### src/pcs_defines.svh
// Constants for the peripheral command sequencer
`ifndef PCS_DEFINES_SVH
`define PCS_DEFINES_SVH
`define PCS_FN_ADV_REC    6'h00
`define PCS_FN_BSP_REC    6'h01
`define PCS_FN_ADV_FILE   6'h02
`define PCS_FN_BSP_FILE   6'h29
`define PCS_FN_REWIND     6'h10
`define PCS_FN_ADV_PRINT  6'h03
`define PCS_FN_ADV_ONLY   6'h01
`define PCS_FN_PRINT_ONLY 6'h02
`define PCS_CONT_MORE     3'h4
`define PCS_ST_ERR_BIT    0
`define PCS_ST_DATA_BIT   25
`define PCS_ST_TIME_BIT   26
`define PCS_ST_SOM_BIT    27
`define PCS_ST_EOM_BIT    28
`define PCS_ST_EOF_BIT    29
`define PCS_LINE_COLS     120
`define PCS_CHARS_WORD    5
`endif

### src/pcs_pkg.sv
// Types for the peripheral command sequencer
package pcs_pkg;
  typedef enum logic [1:0] {
    PCS_AVAIL,
    PCS_CLAIMED,
    PCS_BUSY
  } pcs_cu_state_e;

  typedef enum logic [3:0] {
    PCS_OP_NONE,
    PCS_OP_ADV_REC,
    PCS_OP_BSP_REC,
    PCS_OP_ADV_FILE,
    PCS_OP_BSP_FILE,
    PCS_OP_REWIND,
    PCS_OP_ADV_PRINT,
    PCS_OP_ADV_ONLY,
    PCS_OP_PRINT_ONLY
  } pcs_op_e;
endpackage : pcs_pkg

### src/pcs_line_count.sv
// Received-character counter for one print line
`timescale 1ns/100ps
`default_nettype none
`include "pcs_defines.svh"
module pcs_line_count #(
  parameter int COLS = `PCS_LINE_COLS
) (
  input  wire logic ref_clk_i,
  input  wire logic reset_n_i,
  input  wire logic clear_i,
  input  wire logic word_i,
  input  wire logic last_i,
  output logic      full_o
);
  logic [7:0] count;
  logic [8:0] sum;

  assign sum = {1'b0, count} + 9'(`PCS_CHARS_WORD);

  // Counter cleared at each new line
  always_ff @(posedge ref_clk_i or negedge reset_n_i) begin
    if (!reset_n_i) begin
      count  <= 8'h00;
      full_o <= 1'b0;
    end else if (clear_i) begin
      count  <= 8'h00;
      full_o <= 1'b0;
    end else if (word_i && !full_o) begin
      count <= sum[7:0];
      // Short code blanks the rest of the line
      if (last_i || sum >= 9'(COLS)) begin
        full_o <= 1'b1;
      end
    end
  end
endmodule : pcs_line_count
`default_nettype wire

### src/pcs_sequencer.sv
// Command sequencer for tape positioning and line printer control
// Function
// - Accept tape and printer commands only in the claimed state.
// - Acknowledge accepted command and go busy on the same edge.
// - Advance record: forward to end of record, then complete.
// - Backspace record: reverse to end of record or load point.
// - Advance file: stop at end of file, or gap past warning point.
// - Code 51 backspace file: reverse to end of file or load point.
// - Code 20 rewind: available plus call-back at start, again at end.
// - Store-input or load-output acknowledged after completion; store returns status.
// - Code 03 advance and print: flag on accept and per word wanted.
// - Continuation code 4 or more means more data; below 4 fills line.
// - Line full when received characters reach print positions.
// - Full line stops data requests and flags until printed.
// - Paper advances to next hole in channel given by unit field.
// - Print after advance done and line full, then complete.
// - Code 01 advance only: move paper, complete, request no data.
// - Code 02 print only: collect line, print, complete without advance.
// - Printer end-of-file status means paper on last printable line.
// - Rejected command leaves device alone and gives no acknowledge.
// - Inoperable device: accepted command sets flag at once.
// - Status error bit 0, detail bits 25-29 zeroed when inoperable.
`timescale 1ns/100ps
`default_nettype none
`include "pcs_defines.svh"
module pcs_sequencer
  import pcs_pkg::*;
#(
  parameter int LINE_COLS = `PCS_LINE_COLS
) (
  input  wire logic        ref_clk_i,
  input  wire logic        reset_n_i,
  input  wire logic        claim_i,        // Claim from generic logic
  input  wire logic        release_i,      // Release from generic logic
  input  wire logic        cmd_valid_i,    // Command word strobe
  input  wire logic [5:0]  cmd_func_i,     // Function code field
  input  wire logic        cmd_printer_i,  // Selected device is a printer
  input  wire logic [2:0]  cmd_unit_i,     // Unit field
  input  wire logic        store_input_instr_i,
  input  wire logic        load_output_instr_i,
  input  wire logic [2:0]  load_cont_i,    // Continuation code C
  input  wire logic        end_of_record_i, // Device pins below
  input  wire logic        end_of_file_i,
  input  wire logic        load_point_i,
  input  wire logic        tape_warning_i,
  input  wire logic        rewind_started_i,
  input  wire logic        format_hole_i,
  input  wire logic        bottom_of_form_i,
  input  wire logic        print_done_i,
  input  wire logic        inoperable_i,
  input  wire logic        data_error_i,
  input  wire logic        timing_error_i,
  output logic             service_acknowledge_o,
  output logic             cmd_rejected_o,
  output logic             priority_flag_o,
  output logic             call_back_o,
  output logic [1:0]       cu_state_o,
  output logic [29:0]      status_word_o,
  output logic             tape_forward_o,
  output logic             tape_reverse_o,
  output logic             tape_rewind_o,
  output logic             paper_advance_o,
  output logic             print_strobe_o,
  output logic [2:0]       format_channel_o
);
  logic [8:0]    pins;
  logic          eor, eof, lp, warn, rw_start, hole, bof, pdone, inop;
  pcs_cu_state_e state;
  pcs_op_e       op;
  pcs_op_e       next_op;
  logic          accept;
  logic          adv_done;
  logic          printed;
  logic          line_full;
  logic          want_word;
  logic          rewinding;
  logic          tape_stop;
  logic          paper_stop;
  logic          print_go;
  logic          complete;
  logic          word_more;

  // Device pins are asynchronous, so synchronise first
  pcs_sync #(
    .WIDTH (9)
  ) u_sync (
    .ref_clk_i (ref_clk_i),
    .reset_n_i (reset_n_i),
    .async_i   ({end_of_record_i, end_of_file_i, load_point_i,
                 tape_warning_i, rewind_started_i, format_hole_i,
                 bottom_of_form_i, print_done_i, inoperable_i}),
    .sync_o    (pins)
  );
  assign {eor, eof, lp, warn, rw_start, hole, bof, pdone, inop} = pins;

  // Decode function code by device kind
  always_comb begin
    next_op = PCS_OP_NONE;
    if (cmd_printer_i) begin
      case (cmd_func_i)
        `PCS_FN_ADV_PRINT:  next_op = PCS_OP_ADV_PRINT;
        `PCS_FN_ADV_ONLY:   next_op = PCS_OP_ADV_ONLY;
        `PCS_FN_PRINT_ONLY: next_op = PCS_OP_PRINT_ONLY;
        default:            next_op = PCS_OP_NONE;
      endcase
    end else begin
      case (cmd_func_i)
        `PCS_FN_ADV_REC:  next_op = PCS_OP_ADV_REC;
        `PCS_FN_BSP_REC:  next_op = PCS_OP_BSP_REC;
        `PCS_FN_ADV_FILE: next_op = PCS_OP_ADV_FILE;
        `PCS_FN_BSP_FILE: next_op = PCS_OP_BSP_FILE;
        `PCS_FN_REWIND:   next_op = PCS_OP_REWIND;
        default:          next_op = PCS_OP_NONE;
      endcase
    end
  end

  // Only a claimed unit takes a known command
  assign accept = cmd_valid_i && state == PCS_CLAIMED
                  && next_op != PCS_OP_NONE;

  // Tape stop conditions per operation
  always_comb begin
    case (op)
      PCS_OP_ADV_REC:  tape_stop = eor;
      PCS_OP_BSP_REC:  tape_stop = eor || lp;
      PCS_OP_ADV_FILE: tape_stop = eof || (warn && eor);
      PCS_OP_BSP_FILE: tape_stop = eof || lp;
      default:         tape_stop = 1'b0;
    endcase
  end

  // Paper stops on a hole in the held channel
  assign paper_stop = paper_advance_o && hole;
  assign print_go   = !print_strobe_o && !printed && line_full
                      && (op == PCS_OP_PRINT_ONLY
                          || (op == PCS_OP_ADV_PRINT && adv_done));
  assign complete   = state == PCS_BUSY && !inop
                      && (tape_stop
                          || (op == PCS_OP_ADV_ONLY && paper_stop)
                          || (printed && print_strobe_o && pdone)
                          || (op == PCS_OP_REWIND && rw_start));
  assign want_word  = state == PCS_BUSY && !line_full
                      && (op == PCS_OP_ADV_PRINT
                          || op == PCS_OP_PRINT_ONLY);

  pcs_line_count #(
    .COLS (LINE_COLS)
  ) u_line (
    .ref_clk_i (ref_clk_i),
    .reset_n_i (reset_n_i),
    .clear_i   (accept),
    .word_i    (want_word && load_output_instr_i),
    .last_i    (load_cont_i < `PCS_CONT_MORE),
    .full_o    (line_full)
  );

  // Control unit state and operation
  always_ff @(posedge ref_clk_i or negedge reset_n_i) begin
    if (!reset_n_i) begin
      state <= PCS_AVAIL;
      op    <= PCS_OP_NONE;
    end else if (accept) begin
      state <= PCS_BUSY;
      op    <= next_op;
    end else if (state == PCS_BUSY && inop) begin
      state <= PCS_CLAIMED;
      op    <= PCS_OP_NONE;
    end else if (complete) begin
      // Rewind goes available while tape keeps spinning
      state <= (op == PCS_OP_REWIND) ? PCS_AVAIL : PCS_CLAIMED;
      op    <= PCS_OP_NONE;
    end else if (claim_i && state == PCS_AVAIL) begin
      state <= PCS_CLAIMED;
    end else if (release_i && state == PCS_CLAIMED) begin
      state <= PCS_AVAIL;
    end
  end

  // Rewind tracked past the busy period for the second call-back
  always_ff @(posedge ref_clk_i or negedge reset_n_i) begin
    if (!reset_n_i) begin
      rewinding <= 1'b0;
    end else if (accept && next_op == PCS_OP_REWIND && !inop) begin
      rewinding <= 1'b1;
    end else if (rewinding && lp && !tape_rewind_o) begin
      rewinding <= 1'b0;
    end
  end

  // Motion drives to the transport and printer
  always_ff @(posedge ref_clk_i or negedge reset_n_i) begin
    if (!reset_n_i) begin
      tape_forward_o   <= 1'b0;
      tape_reverse_o   <= 1'b0;
      tape_rewind_o    <= 1'b0;
      paper_advance_o  <= 1'b0;
      format_channel_o <= 3'h0;
    end else begin
      if (accept && !inop) begin
        tape_forward_o  <= next_op == PCS_OP_ADV_REC
                           || next_op == PCS_OP_ADV_FILE;
        tape_reverse_o  <= next_op == PCS_OP_BSP_REC
                           || next_op == PCS_OP_BSP_FILE;
        tape_rewind_o   <= next_op == PCS_OP_REWIND;
        paper_advance_o <= next_op == PCS_OP_ADV_PRINT
                           || next_op == PCS_OP_ADV_ONLY;
        if (cmd_printer_i) begin
          format_channel_o <= cmd_unit_i;
        end
      end else begin
        if (tape_stop || inop) begin
          tape_forward_o <= 1'b0;
          tape_reverse_o <= 1'b0;
        end
        // Load point ends rewind motion
        if (lp || inop) begin
          tape_rewind_o <= 1'b0;
        end
        if (paper_stop || inop) begin
          paper_advance_o <= 1'b0;
        end
      end
    end
  end

  // Advance-done and print progress
  always_ff @(posedge ref_clk_i or negedge reset_n_i) begin
    if (!reset_n_i) begin
      adv_done       <= 1'b0;
      printed        <= 1'b0;
      print_strobe_o <= 1'b0;
    end else if (accept) begin
      adv_done       <= 1'b0;
      printed        <= 1'b0;
      print_strobe_o <= 1'b0;
    end else begin
      if (paper_stop) begin
        adv_done <= 1'b1;
      end
      if (print_go) begin
        print_strobe_o <= 1'b1;
        printed        <= 1'b1;
      end else if (print_strobe_o && pdone) begin
        print_strobe_o <= 1'b0;
      end
    end
  end

  // Word with more to come; flag waits a cycle to see if it filled the line
  always_ff @(posedge ref_clk_i or negedge reset_n_i) begin
    if (!reset_n_i) begin
      word_more <= 1'b0;
    end else begin
      word_more <= want_word && load_output_instr_i
                   && load_cont_i >= `PCS_CONT_MORE;
    end
  end

  // Flag, call-back, acknowledge and reject pulses
  always_ff @(posedge ref_clk_i or negedge reset_n_i) begin
    if (!reset_n_i) begin
      service_acknowledge_o <= 1'b0;
      cmd_rejected_o        <= 1'b0;
      priority_flag_o       <= 1'b0;
      call_back_o           <= 1'b0;
    end else begin
      service_acknowledge_o <= accept
        || (state != PCS_BUSY
            && (store_input_instr_i || load_output_instr_i))
        || (want_word && load_output_instr_i);
      cmd_rejected_o <= cmd_valid_i && !accept;
      // Flag pulses; a full line suppresses data requests
      priority_flag_o <= (accept && (inop
                            || next_op == PCS_OP_ADV_PRINT
                            || next_op == PCS_OP_PRINT_ONLY))
        || (word_more && !line_full && state == PCS_BUSY)
        || (complete && op != PCS_OP_REWIND);
      call_back_o <= complete
        || (rewinding && lp && !tape_rewind_o)
        || (release_i && state == PCS_CLAIMED);
    end
  end

  // Status word; printer end of file is bottom of form
  always_ff @(posedge ref_clk_i or negedge reset_n_i) begin
    if (!reset_n_i) begin
      status_word_o <= 30'h00000000;
    end else begin
      status_word_o <= 30'h00000000;
      status_word_o[`PCS_ST_ERR_BIT] <= data_error_i || timing_error_i
                                        || inop;
      if (!inop) begin
        status_word_o[`PCS_ST_DATA_BIT] <= data_error_i;
        status_word_o[`PCS_ST_TIME_BIT] <= timing_error_i;
        status_word_o[`PCS_ST_SOM_BIT]  <= lp;
        status_word_o[`PCS_ST_EOM_BIT]  <= warn;
        status_word_o[`PCS_ST_EOF_BIT]  <= cmd_printer_i ? bof
                                                         : eof;
      end
    end
  end

  assign cu_state_o = state;
endmodule : pcs_sequencer
`default_nettype wire

### src/pcs_sync.sv
// Two-stage synchroniser for a bus of pin levels
`timescale 1ns/100ps
`default_nettype none
module pcs_sync #(
  parameter int WIDTH = 1
) (
  input  wire logic             ref_clk_i,
  input  wire logic             reset_n_i,
  input  wire logic [WIDTH-1:0] async_i,
  output logic      [WIDTH-1:0] sync_o
);
  logic [WIDTH-1:0] meta;

  // First stage feeds only the second
  always_ff @(posedge ref_clk_i or negedge reset_n_i) begin
    if (!reset_n_i) begin
      meta   <= '0;
      sync_o <= '0;
    end else begin
      meta   <= async_i;
      sync_o <= meta;
    end
  end
endmodule : pcs_sync
`default_nettype wire

### config.mk
export PLATFORM = sky130hd
export DESIGN_NAME = pcs_sequencer
export DESIGN_NICKNAME = d
export VERILOG_FILES = /design/src/pcs_pkg.sv /design/src/pcs_line_count.sv /design/src/pcs_sequencer.sv /design/src/pcs_sync.sv
export VERILOG_INCLUDE_DIRS = /design/src
export SDC_FILE = /design/constraint.sdc
export NUM_CORES = 1
export LEC_CHECK = 0
export ABC_CLOCK_PERIOD_IN_PS = 1780
export BUFFER_PORTS_ARGS = -buffer_cell sky130_fd_sc_hd__buf_4
export CORE_MARGIN = 5
export CORE_UTILIZATION = 35
export DETAILED_ROUTE_END_ITERATION = 16
export PLACE_DENSITY_LB_ADDON = 0.08
export RECOVER_POWER = 25
export SLEW_MARGIN = 40
export SYNTH_ARGS = -nofsm -noshare
export SYNTH_HDL_FRONTEND = slang
export SYNTH_SLANG_ARGS = --single-unit
export TNS_END_PERCENT = 20
### constraint.sdc
create_clock -name ref_clk_i -period 1.78 [get_ports ref_clk_i]
set_input_delay 0.356 -clock ref_clk_i [delete_from_list [all_inputs] [get_ports ref_clk_i]]
set_output_delay 0.356 -clock ref_clk_i [all_outputs]
set_load 0.02 [all_outputs]
### After elaboration in Yosys (flattened, before gate mapping)

Cells that the tools add are included.

* output and inout bits: 44
* memories: 0
* bits in registers: 55
* bits of input ports: 31
* bits in read-only memories: 0
* bits in latches: 0
* RAM bits: 0
* word-level logic and storage cells: 168

* muxes and demuxes: 36
* $add $sub $neg: 1
* div/mod/pow operators: 0
* reduce and logical (&&, ||, !) cells: 82
* multipliers: 0
* shift-type cells: 0
* eq/ne operators: 25
* bitwise gates (word level): 0
* order comparisons: 3

Operators by type and width (number)
* $logic_and A1 B1 Y1: 34
* $eq A4 B3 Y1 const B: 8
* $logic_or A1 B1 Y1: 26
* $mux W1: 21
* $eq A4 B2 Y1 const B: 4
* $mux W4: 4
* $mux W8: 2
* $reduce_bool A2 Y1: 8
* $pmux W3 S5: 1
* $eq A6 B2 Y1 const B: 2
* $pmux W4 S3: 1
* $mux W2: 5
* $add A8 B3 Y9 const B: 1
* $ge A9 B7 Y1 const B: 1
* $eq A4 B1 Y1 const B: 2
* $eq A4 B4 Y1 const B: 2
* $eq A6 B1 Y1 const B: 1
* $eq A6 B5 Y1 const B: 1
* $eq A6 B6 Y1 const B: 1
* $logic_not A1 Y1: 6
* $logic_not A6 Y1: 1
* $reduce_bool A3 Y1: 2
* $mux W5: 1
* $reduce_bool A5 Y1: 1
* other kinds (10): 11

### Longest topological paths before layout

* depth after elaboration: 10
* mapped depth: 7
* gate-level depth less buffers: 7

### Modules after synthesis

Synthesis repeated with hierarchy kept, for this count alone.

* cell total of the unflattened synthesis: 242
* area, all modules: 2582.5 sq um

By module, submodules not included
* pcs_sequencer: times used 1, area each 1646.6 sq um, sequential area each 700.7 sq um, cells an instance 173
* pcs_line_count: times used 1, area each 485.5 sq um, sequential area each 225.2 sq um, cells an instance 51
* pcs_sync: times used 1, area each 450.4 sq um, sequential area each 450.4 sq um, cells an instance 18

### Least setup slack after synthesis

No wires, ideal clock.

* path kind: input port to flip-flop
* from: input port cmd_func_i[0]
* to: register format_channel_o[0]
* arrival time: 1.673 ns
* setup time: 0.125 ns
* path buffers: 1
* data required time: 1.655 ns
* path slack: -0.018 ns
* cell stages on the path: 6
* path through: buf_2 > nor4b_1 > o21ai_1 > a21o_1 > nor3b_2 > mux2_2

* cells in the longest elaborated chain, start to end: 7
* elaborated cells on any way between the ends: 13
* those cells by class: 5 x eq/ne; 3 x mux; 5 x reduce/logical

RTL lines
* start, declared: RTL line pcs_sequencer.sv:36 `input wire logic [5:0] cmd_func_i,`
* $eq A6 B5 Y1, or another cell as far along: RTL line pcs_sequencer.sv:107 `case (cmd_func_i)`
* $pmux W3 S5 / $pmux W4 S3 (equally long branches): RTL line pcs_sequencer.sv:107, pcs_sequencer.sv:100
* $mux W4 *: RTL line pcs_sequencer.sv:99 `if (cmd_printer_i) begin`
* $reduce_bool A4 Y1 *: RTL line pcs_sequencer.sv:120 `&& next_op != PCS_OP_NONE;`
* $logic_and A1 B1 Y1 *: RTL line pcs_sequencer.sv:120
* $logic_and A1 B1 Y1 *: RTL line pcs_sequencer.sv:200 `if (accept && !inop) begin`
* $reduce_and A2 Y1 (no source line) *
* end signal, assigned: RTL line pcs_sequencer.sv:209 `format_channel_o <= cmd_unit_i;`
* end, declared: RTL line pcs_sequencer.sv:64 `output logic [2:0] format_channel_o`

Mark *: on every way between the ends. The rest lies on a longest branch, timed or not.
A chain may end at the register's enable or synchronous reset.

### Worst setup path in the final report

* from: register op[1]
* to: register op[1]

* cells in the longest elaborated chain, start to end: 7
* elaborated cells on any way between the ends: 14
* those cells by class: 6 x eq/ne; 1 x mux; 7 x reduce/logical

RTL lines
* start, declared: RTL line pcs_sequencer.sv:69 `pcs_op_e op;`
* start signal, assigned: RTL line pcs_sequencer.sv:165 `op <= next_op;`
* $eq A4 B3 Y1, or another cell as far along: RTL line pcs_sequencer.sv:124 `case (op)`
* $pmux W1 S4 / $logic_and A1 B1 Y1 (equally long branches): RTL line pcs_sequencer.sv:124, pcs_sequencer.sv:140
* $logic_or A1 B1 Y1: RTL line pcs_sequencer.sv:140 `|| (op == PCS_OP_ADV_ONLY && paper_stop)`
* $logic_or A1 B1 Y1: RTL line pcs_sequencer.sv:141 `|| (printed && print_strobe_o && pdone)`
* $logic_or A1 B1 Y1 *: RTL line pcs_sequencer.sv:142 `|| (op == PCS_OP_REWIND && rw_start));`
* $logic_and A1 B1 Y1 *: RTL line pcs_sequencer.sv:139 `&& (tape_stop`
* $reduce_bool A3 Y1 (no source line) *

Marks and branches as above.

==> results summary <==
The largest fanout of any net on the critical path is 8. The summed area of non-filler cells in the final layout came out at 3377 µm². The wire length after detailed routing came out at 5768 µm.

The maximum operating frequency came out at 0.5607 GHz. The clock skew came out at 7.349 ps. The number of clock buffers inserted by TritonCTS came out at 5.

The half-perimeter wire length after placement is 4046 µm. The total inserted antenna cells is 0. The worst hold-check slack came out at 167.6 ps. The post-synthesis instance total came out at 241. After detailed routing, the average wire length per cell comes to 13.70 µm. The signal on the critical path passes through buf_6 -> a2111oi_4 -> or4_1 -> nor2_2 -> o21a_4 -> a22o_1. The required time at the endpoint of the critical path is 1990 ps.

Dividing the final minimum period by the clock period gives 1.002. Yosys printed 0 warnings. The synthesis-to-layout area growth is 32.63%. For this run, the leading register cell type out of synthesis is sky130_fd_sc_hd__dfrtp_1. The worst-path cell with the longest stage delay is sky130_fd_sc_hd__dfrtp_2. The switching fraction of total power is 0.3222. The number of buffers added to fix hold violations after cts came out at 0. The number of rows in the core area is 31.

The number of setup violations in the final report is 1. The global-route congestion overflow total came out at 0. In the global route stage, overall resource usage came out at 0.1277.

The flow ran to the end, but the final reports show violations. The synthesized design contains 0 enable-type register cells. The final setup slack of the worst path is -3.547 ps. Once layout is complete, the utilization of the core stands at 0.4706. The routability congestion estimate is 0.8212. The cell area after placement came out at 3127 µm². The critical path is of the reg -> reg type. The completed layout was analyzed and its total power is 2.950 mW. At the end of the flow, the number of nets in the layout was 353. The average vias per placed instance came out at 4.565. After synthesis, the share of flip-flops with an asynchronous set or reset is 1.000. The internal power came out at 2.000 mW. The total negative setup slack is -3.547 ps. After detailed routing, the number of remaining DRC violations is 0. For this design, the sink count on the clock tree is 55. The number of pins exceeding their max-slew limit in the final report is 0.

The proportion of synthesized chip area in sequential cells came out at 0.5405. The switching power of the nets is 0.9506 mW. The post-synth design cell area is 2546 µm².

TritonCTS built the clock tree. The number of H-tree branching levels is 2. The average footprint of a synthesized cell came out at 10.57 µm². The total power per unit cell area is 873.7 nW/µm². Setup repair after global routing could not meet its margin everywhere. Summing all flip-flop and latch instances after layout gives 1379 µm². The combined buffer and inverter count along the critical path is 1. Clock latency on the worst-skew pair, taken at its later pin, is 310 ps. The footprint of the multi-input gates came out at 1120 µm². From bottom edge to top edge, the die measures 95.29 µm. The initial core utilization came out at 0.3548. The detailed-routing iteration count for the pre-antenna-repair pass came out at 4.

In this design, the stage delay of the slowest critical-path cell is 490 ps. The worst setup path is launched from a flip-flop. The final reports fail on setup timing. The largest net degree at the start of global routing is 56. The core region area is 7176 µm². In this run the tightest slew margin relative to its limit is 0.09540. The leakage component of the power came out at 1.598 nW. Broken down by cell family, the worst path's largest delay share belongs to compound AO/OA/AOI/OAI gates.

The path category of the worst min-delay check is in -> reg. The routed layout has 1,922 vias. The number of global-route vias before repair is 1,879.

The area of the die came out at 9080 µm². The clock slew at the register clock pins of the worst setup and hold paths is 100 ps. The wire length of the first global-routing pass came out at 9025 µm.

The number of antenna violations at the first check in global routing came out at 0. The violation count after the first detailed-route iteration came out at 68. Max-cap violations in this run came to 0. The number of buffers on the longest clock path is 2. Once detail routing completed, the nets flagged for antenna violations numbered 0.

The data arrival at the endpoint of the critical path is 1990 ps. Of the cells placed in the final design, the portion with a size suffix greater than 1 is 0.3509. The measured slew at the worst slew-check pin is 1357 ps. The root buffer cell chosen for the clock tree is sky130_fd_sc_hd__clkbuf_8. The count of endpoints failing hold in the final timing report came out at 0.

The type of element capturing the critical path is a flip-flop. The number of primary I/O pins is 75. After filler insertion, the fill cell instance count of the layout stands at 713. The die width is 95.29 µm. The number of port buffers is 48. The combinational group share of total power came out at 0.256. The unique cell type count in the Yosys netlist is 49. The minimum clock period after layout is 1784 ps. The number of storage elements in the synthesis netlist came out at 55. The part of the power in registers is 0.506. Across the VDD grid, the largest voltage drop is 0.4395 mV. The clock network fraction of design power came out at 0.239.
==> state kept, by name (all words and copies together), names as in the netlist, 2 cells and up <==
signal            cells
op                    4
format_channel_o      3
status_word_o         6
cu_state_o            2
u_sync.meta           9
u_line.count          8
u_sync.sync_o         9
==> cells by family after synthesis <==
family / after synthesis / share of synthesized area
DFF: 55 / 0.5405
adders and majority gates: 1 / 0.004913
buffers and inverters: 42 / 0.09877
and+or+nand+nor: 80 / 0.1764
other: 1 / 0.001473
xor gates and xnor gates: 6 / 0.02064
muxes: 7 / 0.02948
AOI/OAI and AO/OA: 49 / 0.1278
==> synth_stat cells (2+ instances only) <==
| master | number | area share |
|---|---|---|
| sky130_fd_sc_hd__dfrtp_1 | 55 | 0.54 |
| sky130_fd_sc_hd__nor2_1 | 27 | 0.040 |
| sky130_fd_sc_hd__buf_4 | 24 | 0.071 |
| sky130_fd_sc_hd__a21oi_1 | 14 | 0.028 |
| sky130_fd_sc_hd__inv_1 | 11 | 0.016 |
| sky130_fd_sc_hd__o21ai_0 | 10 | 0.020 |
| sky130_fd_sc_hd__nand3_1 | 7 | 0.014 |
| sky130_fd_sc_hd__a31oi_1 | 6 | 0.015 |
| sky130_fd_sc_hd__nand2_1 | 6 | 0.0088 |
| sky130_fd_sc_hd__nor3_1 | 6 | 0.012 |
| sky130_fd_sc_hd__nand3b_1 | 5 | 0.015 |
| sky130_fd_sc_hd__or3_1 | 5 | 0.012 |
| sky130_fd_sc_hd__a21o_1 | 4 | 0.012 |
| sky130_fd_sc_hd__mux2_2 | 4 | 0.018 |
| sky130_fd_sc_hd__nor2b_1 | 4 | 0.0098 |
| sky130_fd_sc_hd__xnor2_1 | 4 | 0.014 |
| sky130_fd_sc_hd__buf_2 | 3 | 0.0059 |
| sky130_fd_sc_hd__clkbuf_1 | 3 | 0.0044 |
| sky130_fd_sc_hd__mux2i_1 | 3 | 0.012 |
| sky130_fd_sc_hd__nor3b_1 | 3 | 0.0088 |
| sky130_fd_sc_hd__nor4b_1 | 3 | 0.010 |
| sky130_fd_sc_hd__nand2b_1 | 2 | 0.0049 |
| sky130_fd_sc_hd__nand4b_1 | 2 | 0.0069 |
| sky130_fd_sc_hd__o2111ai_1 | 2 | 0.0069 |
| sky130_fd_sc_hd__o221ai_1 | 2 | 0.0069 |
| sky130_fd_sc_hd__o41ai_1 | 2 | 0.0069 |
| sky130_fd_sc_hd__xor2_1 | 2 | 0.0069 |
==> worst paths after layout <==
path / startpoint / endpoint / cells past startpoint / slack, ps
setup / recovery: op[1] / op[1] / 6 / -4
hold / removal: load_point_i / u_sync.meta[6] / 1 / 170
setup reg to reg: op[1] / op[1] / 6 / -4
hold reg to reg: u_sync.meta[2] / u_sync.sync_o[2] / 0 / 350
max in group asynchronous: reset_n_i / op[1] / 1 / 540
min in group asynchronous: reset_n_i / service_acknowledge_o / 1 / 340
==> area by class of cell <==
type,count,share of cell area
Inverter,11,0.01223
Clock buffer,6,0.02149
Timing Repair Buffer,81,0.1849
Clock inverter,2,0.004817
Multi-Input combinational cell,167,0.3316
Tap cell,99,0.03668
Sequential cell,55,0.4083
==> metal layers <==
metal | part of all wire | track usage
met4 | 0.015 | 0.03966
met3 | 0.048 | 0.03078
met5 | 0 | 0
met1 | 0.47 | 0.1702
met2 | 0.47 | 0.2047
==> power by group through the flow <==
stage	combinational [mW]	sequential (mW)	clock (mW)
2_1_floorplan	0.337	1.54	0
3_3_place_gp	0.671	1.49	0
3_5_place_dp	0.675	1.49	0
4_1_cts	0.714	1.47	0.726
5_1_grt	0.833	1.51	0.780
6_report	0.755	1.49	0.704
==> placed cells by master (no fill, tap or decap), types with 2 or more instances in the layout <==
cell type and count:
sky130_fd_sc_hd__buf_6 4, sky130_fd_sc_hd__nand3b_1 5, sky130_fd_sc_hd__clkbuf_8 5, sky130_fd_sc_hd__or3_1 5, sky130_fd_sc_hd__nand2_1 6, sky130_fd_sc_hd__o21ai_2 2, sky130_fd_sc_hd__nand4b_1 2, sky130_fd_sc_hd__a31oi_1 5
sky130_fd_sc_hd__xor2_1 2, sky130_fd_sc_hd__xnor2_1 4, sky130_fd_sc_hd__mux2i_1 3, sky130_fd_sc_hd__nor2b_1 4, sky130_fd_sc_hd__a21oi_1 14, sky130_fd_sc_hd__dfrtp_1 53, sky130_fd_sc_hd__inv_1 11, sky130_fd_sc_hd__clkbuf_4 9
sky130_fd_sc_hd__nor2_1 27, sky130_fd_sc_hd__o21ai_0 8, sky130_fd_sc_hd__a21o_1 4, sky130_fd_sc_hd__dfrtp_2 2, sky130_fd_sc_hd__nor4b_1 2, sky130_fd_sc_hd__conb_1 24, sky130_fd_sc_hd__o221ai_1 2, sky130_fd_sc_hd__nand3_1 6
sky130_fd_sc_hd__buf_4 66, sky130_fd_sc_hd__nor3b_2 4, sky130_fd_sc_hd__nor3_1 5, sky130_fd_sc_hd__mux2_2 4
==> per-stage QoR <==
step	setup slack (ps)	std cells
after floorplan	0.3172	264
final	-3.547	421
after global routing	-94.86	421
after detailed placement	-144.4	408
after global placement	-157.6	408
after CTS	-15.87	417
==> timing repair <==
item | in CTS | in global routing
gates resized for setup | 3 | 20
gates cloned | 0 | 1
setup buffers | 1 | 3
pin swaps | 0 | 7
endpoints found under the setup margin | 7 | 15
hold endpoints to repair | 0 | 0
Power figures use the tool's default switching activity.
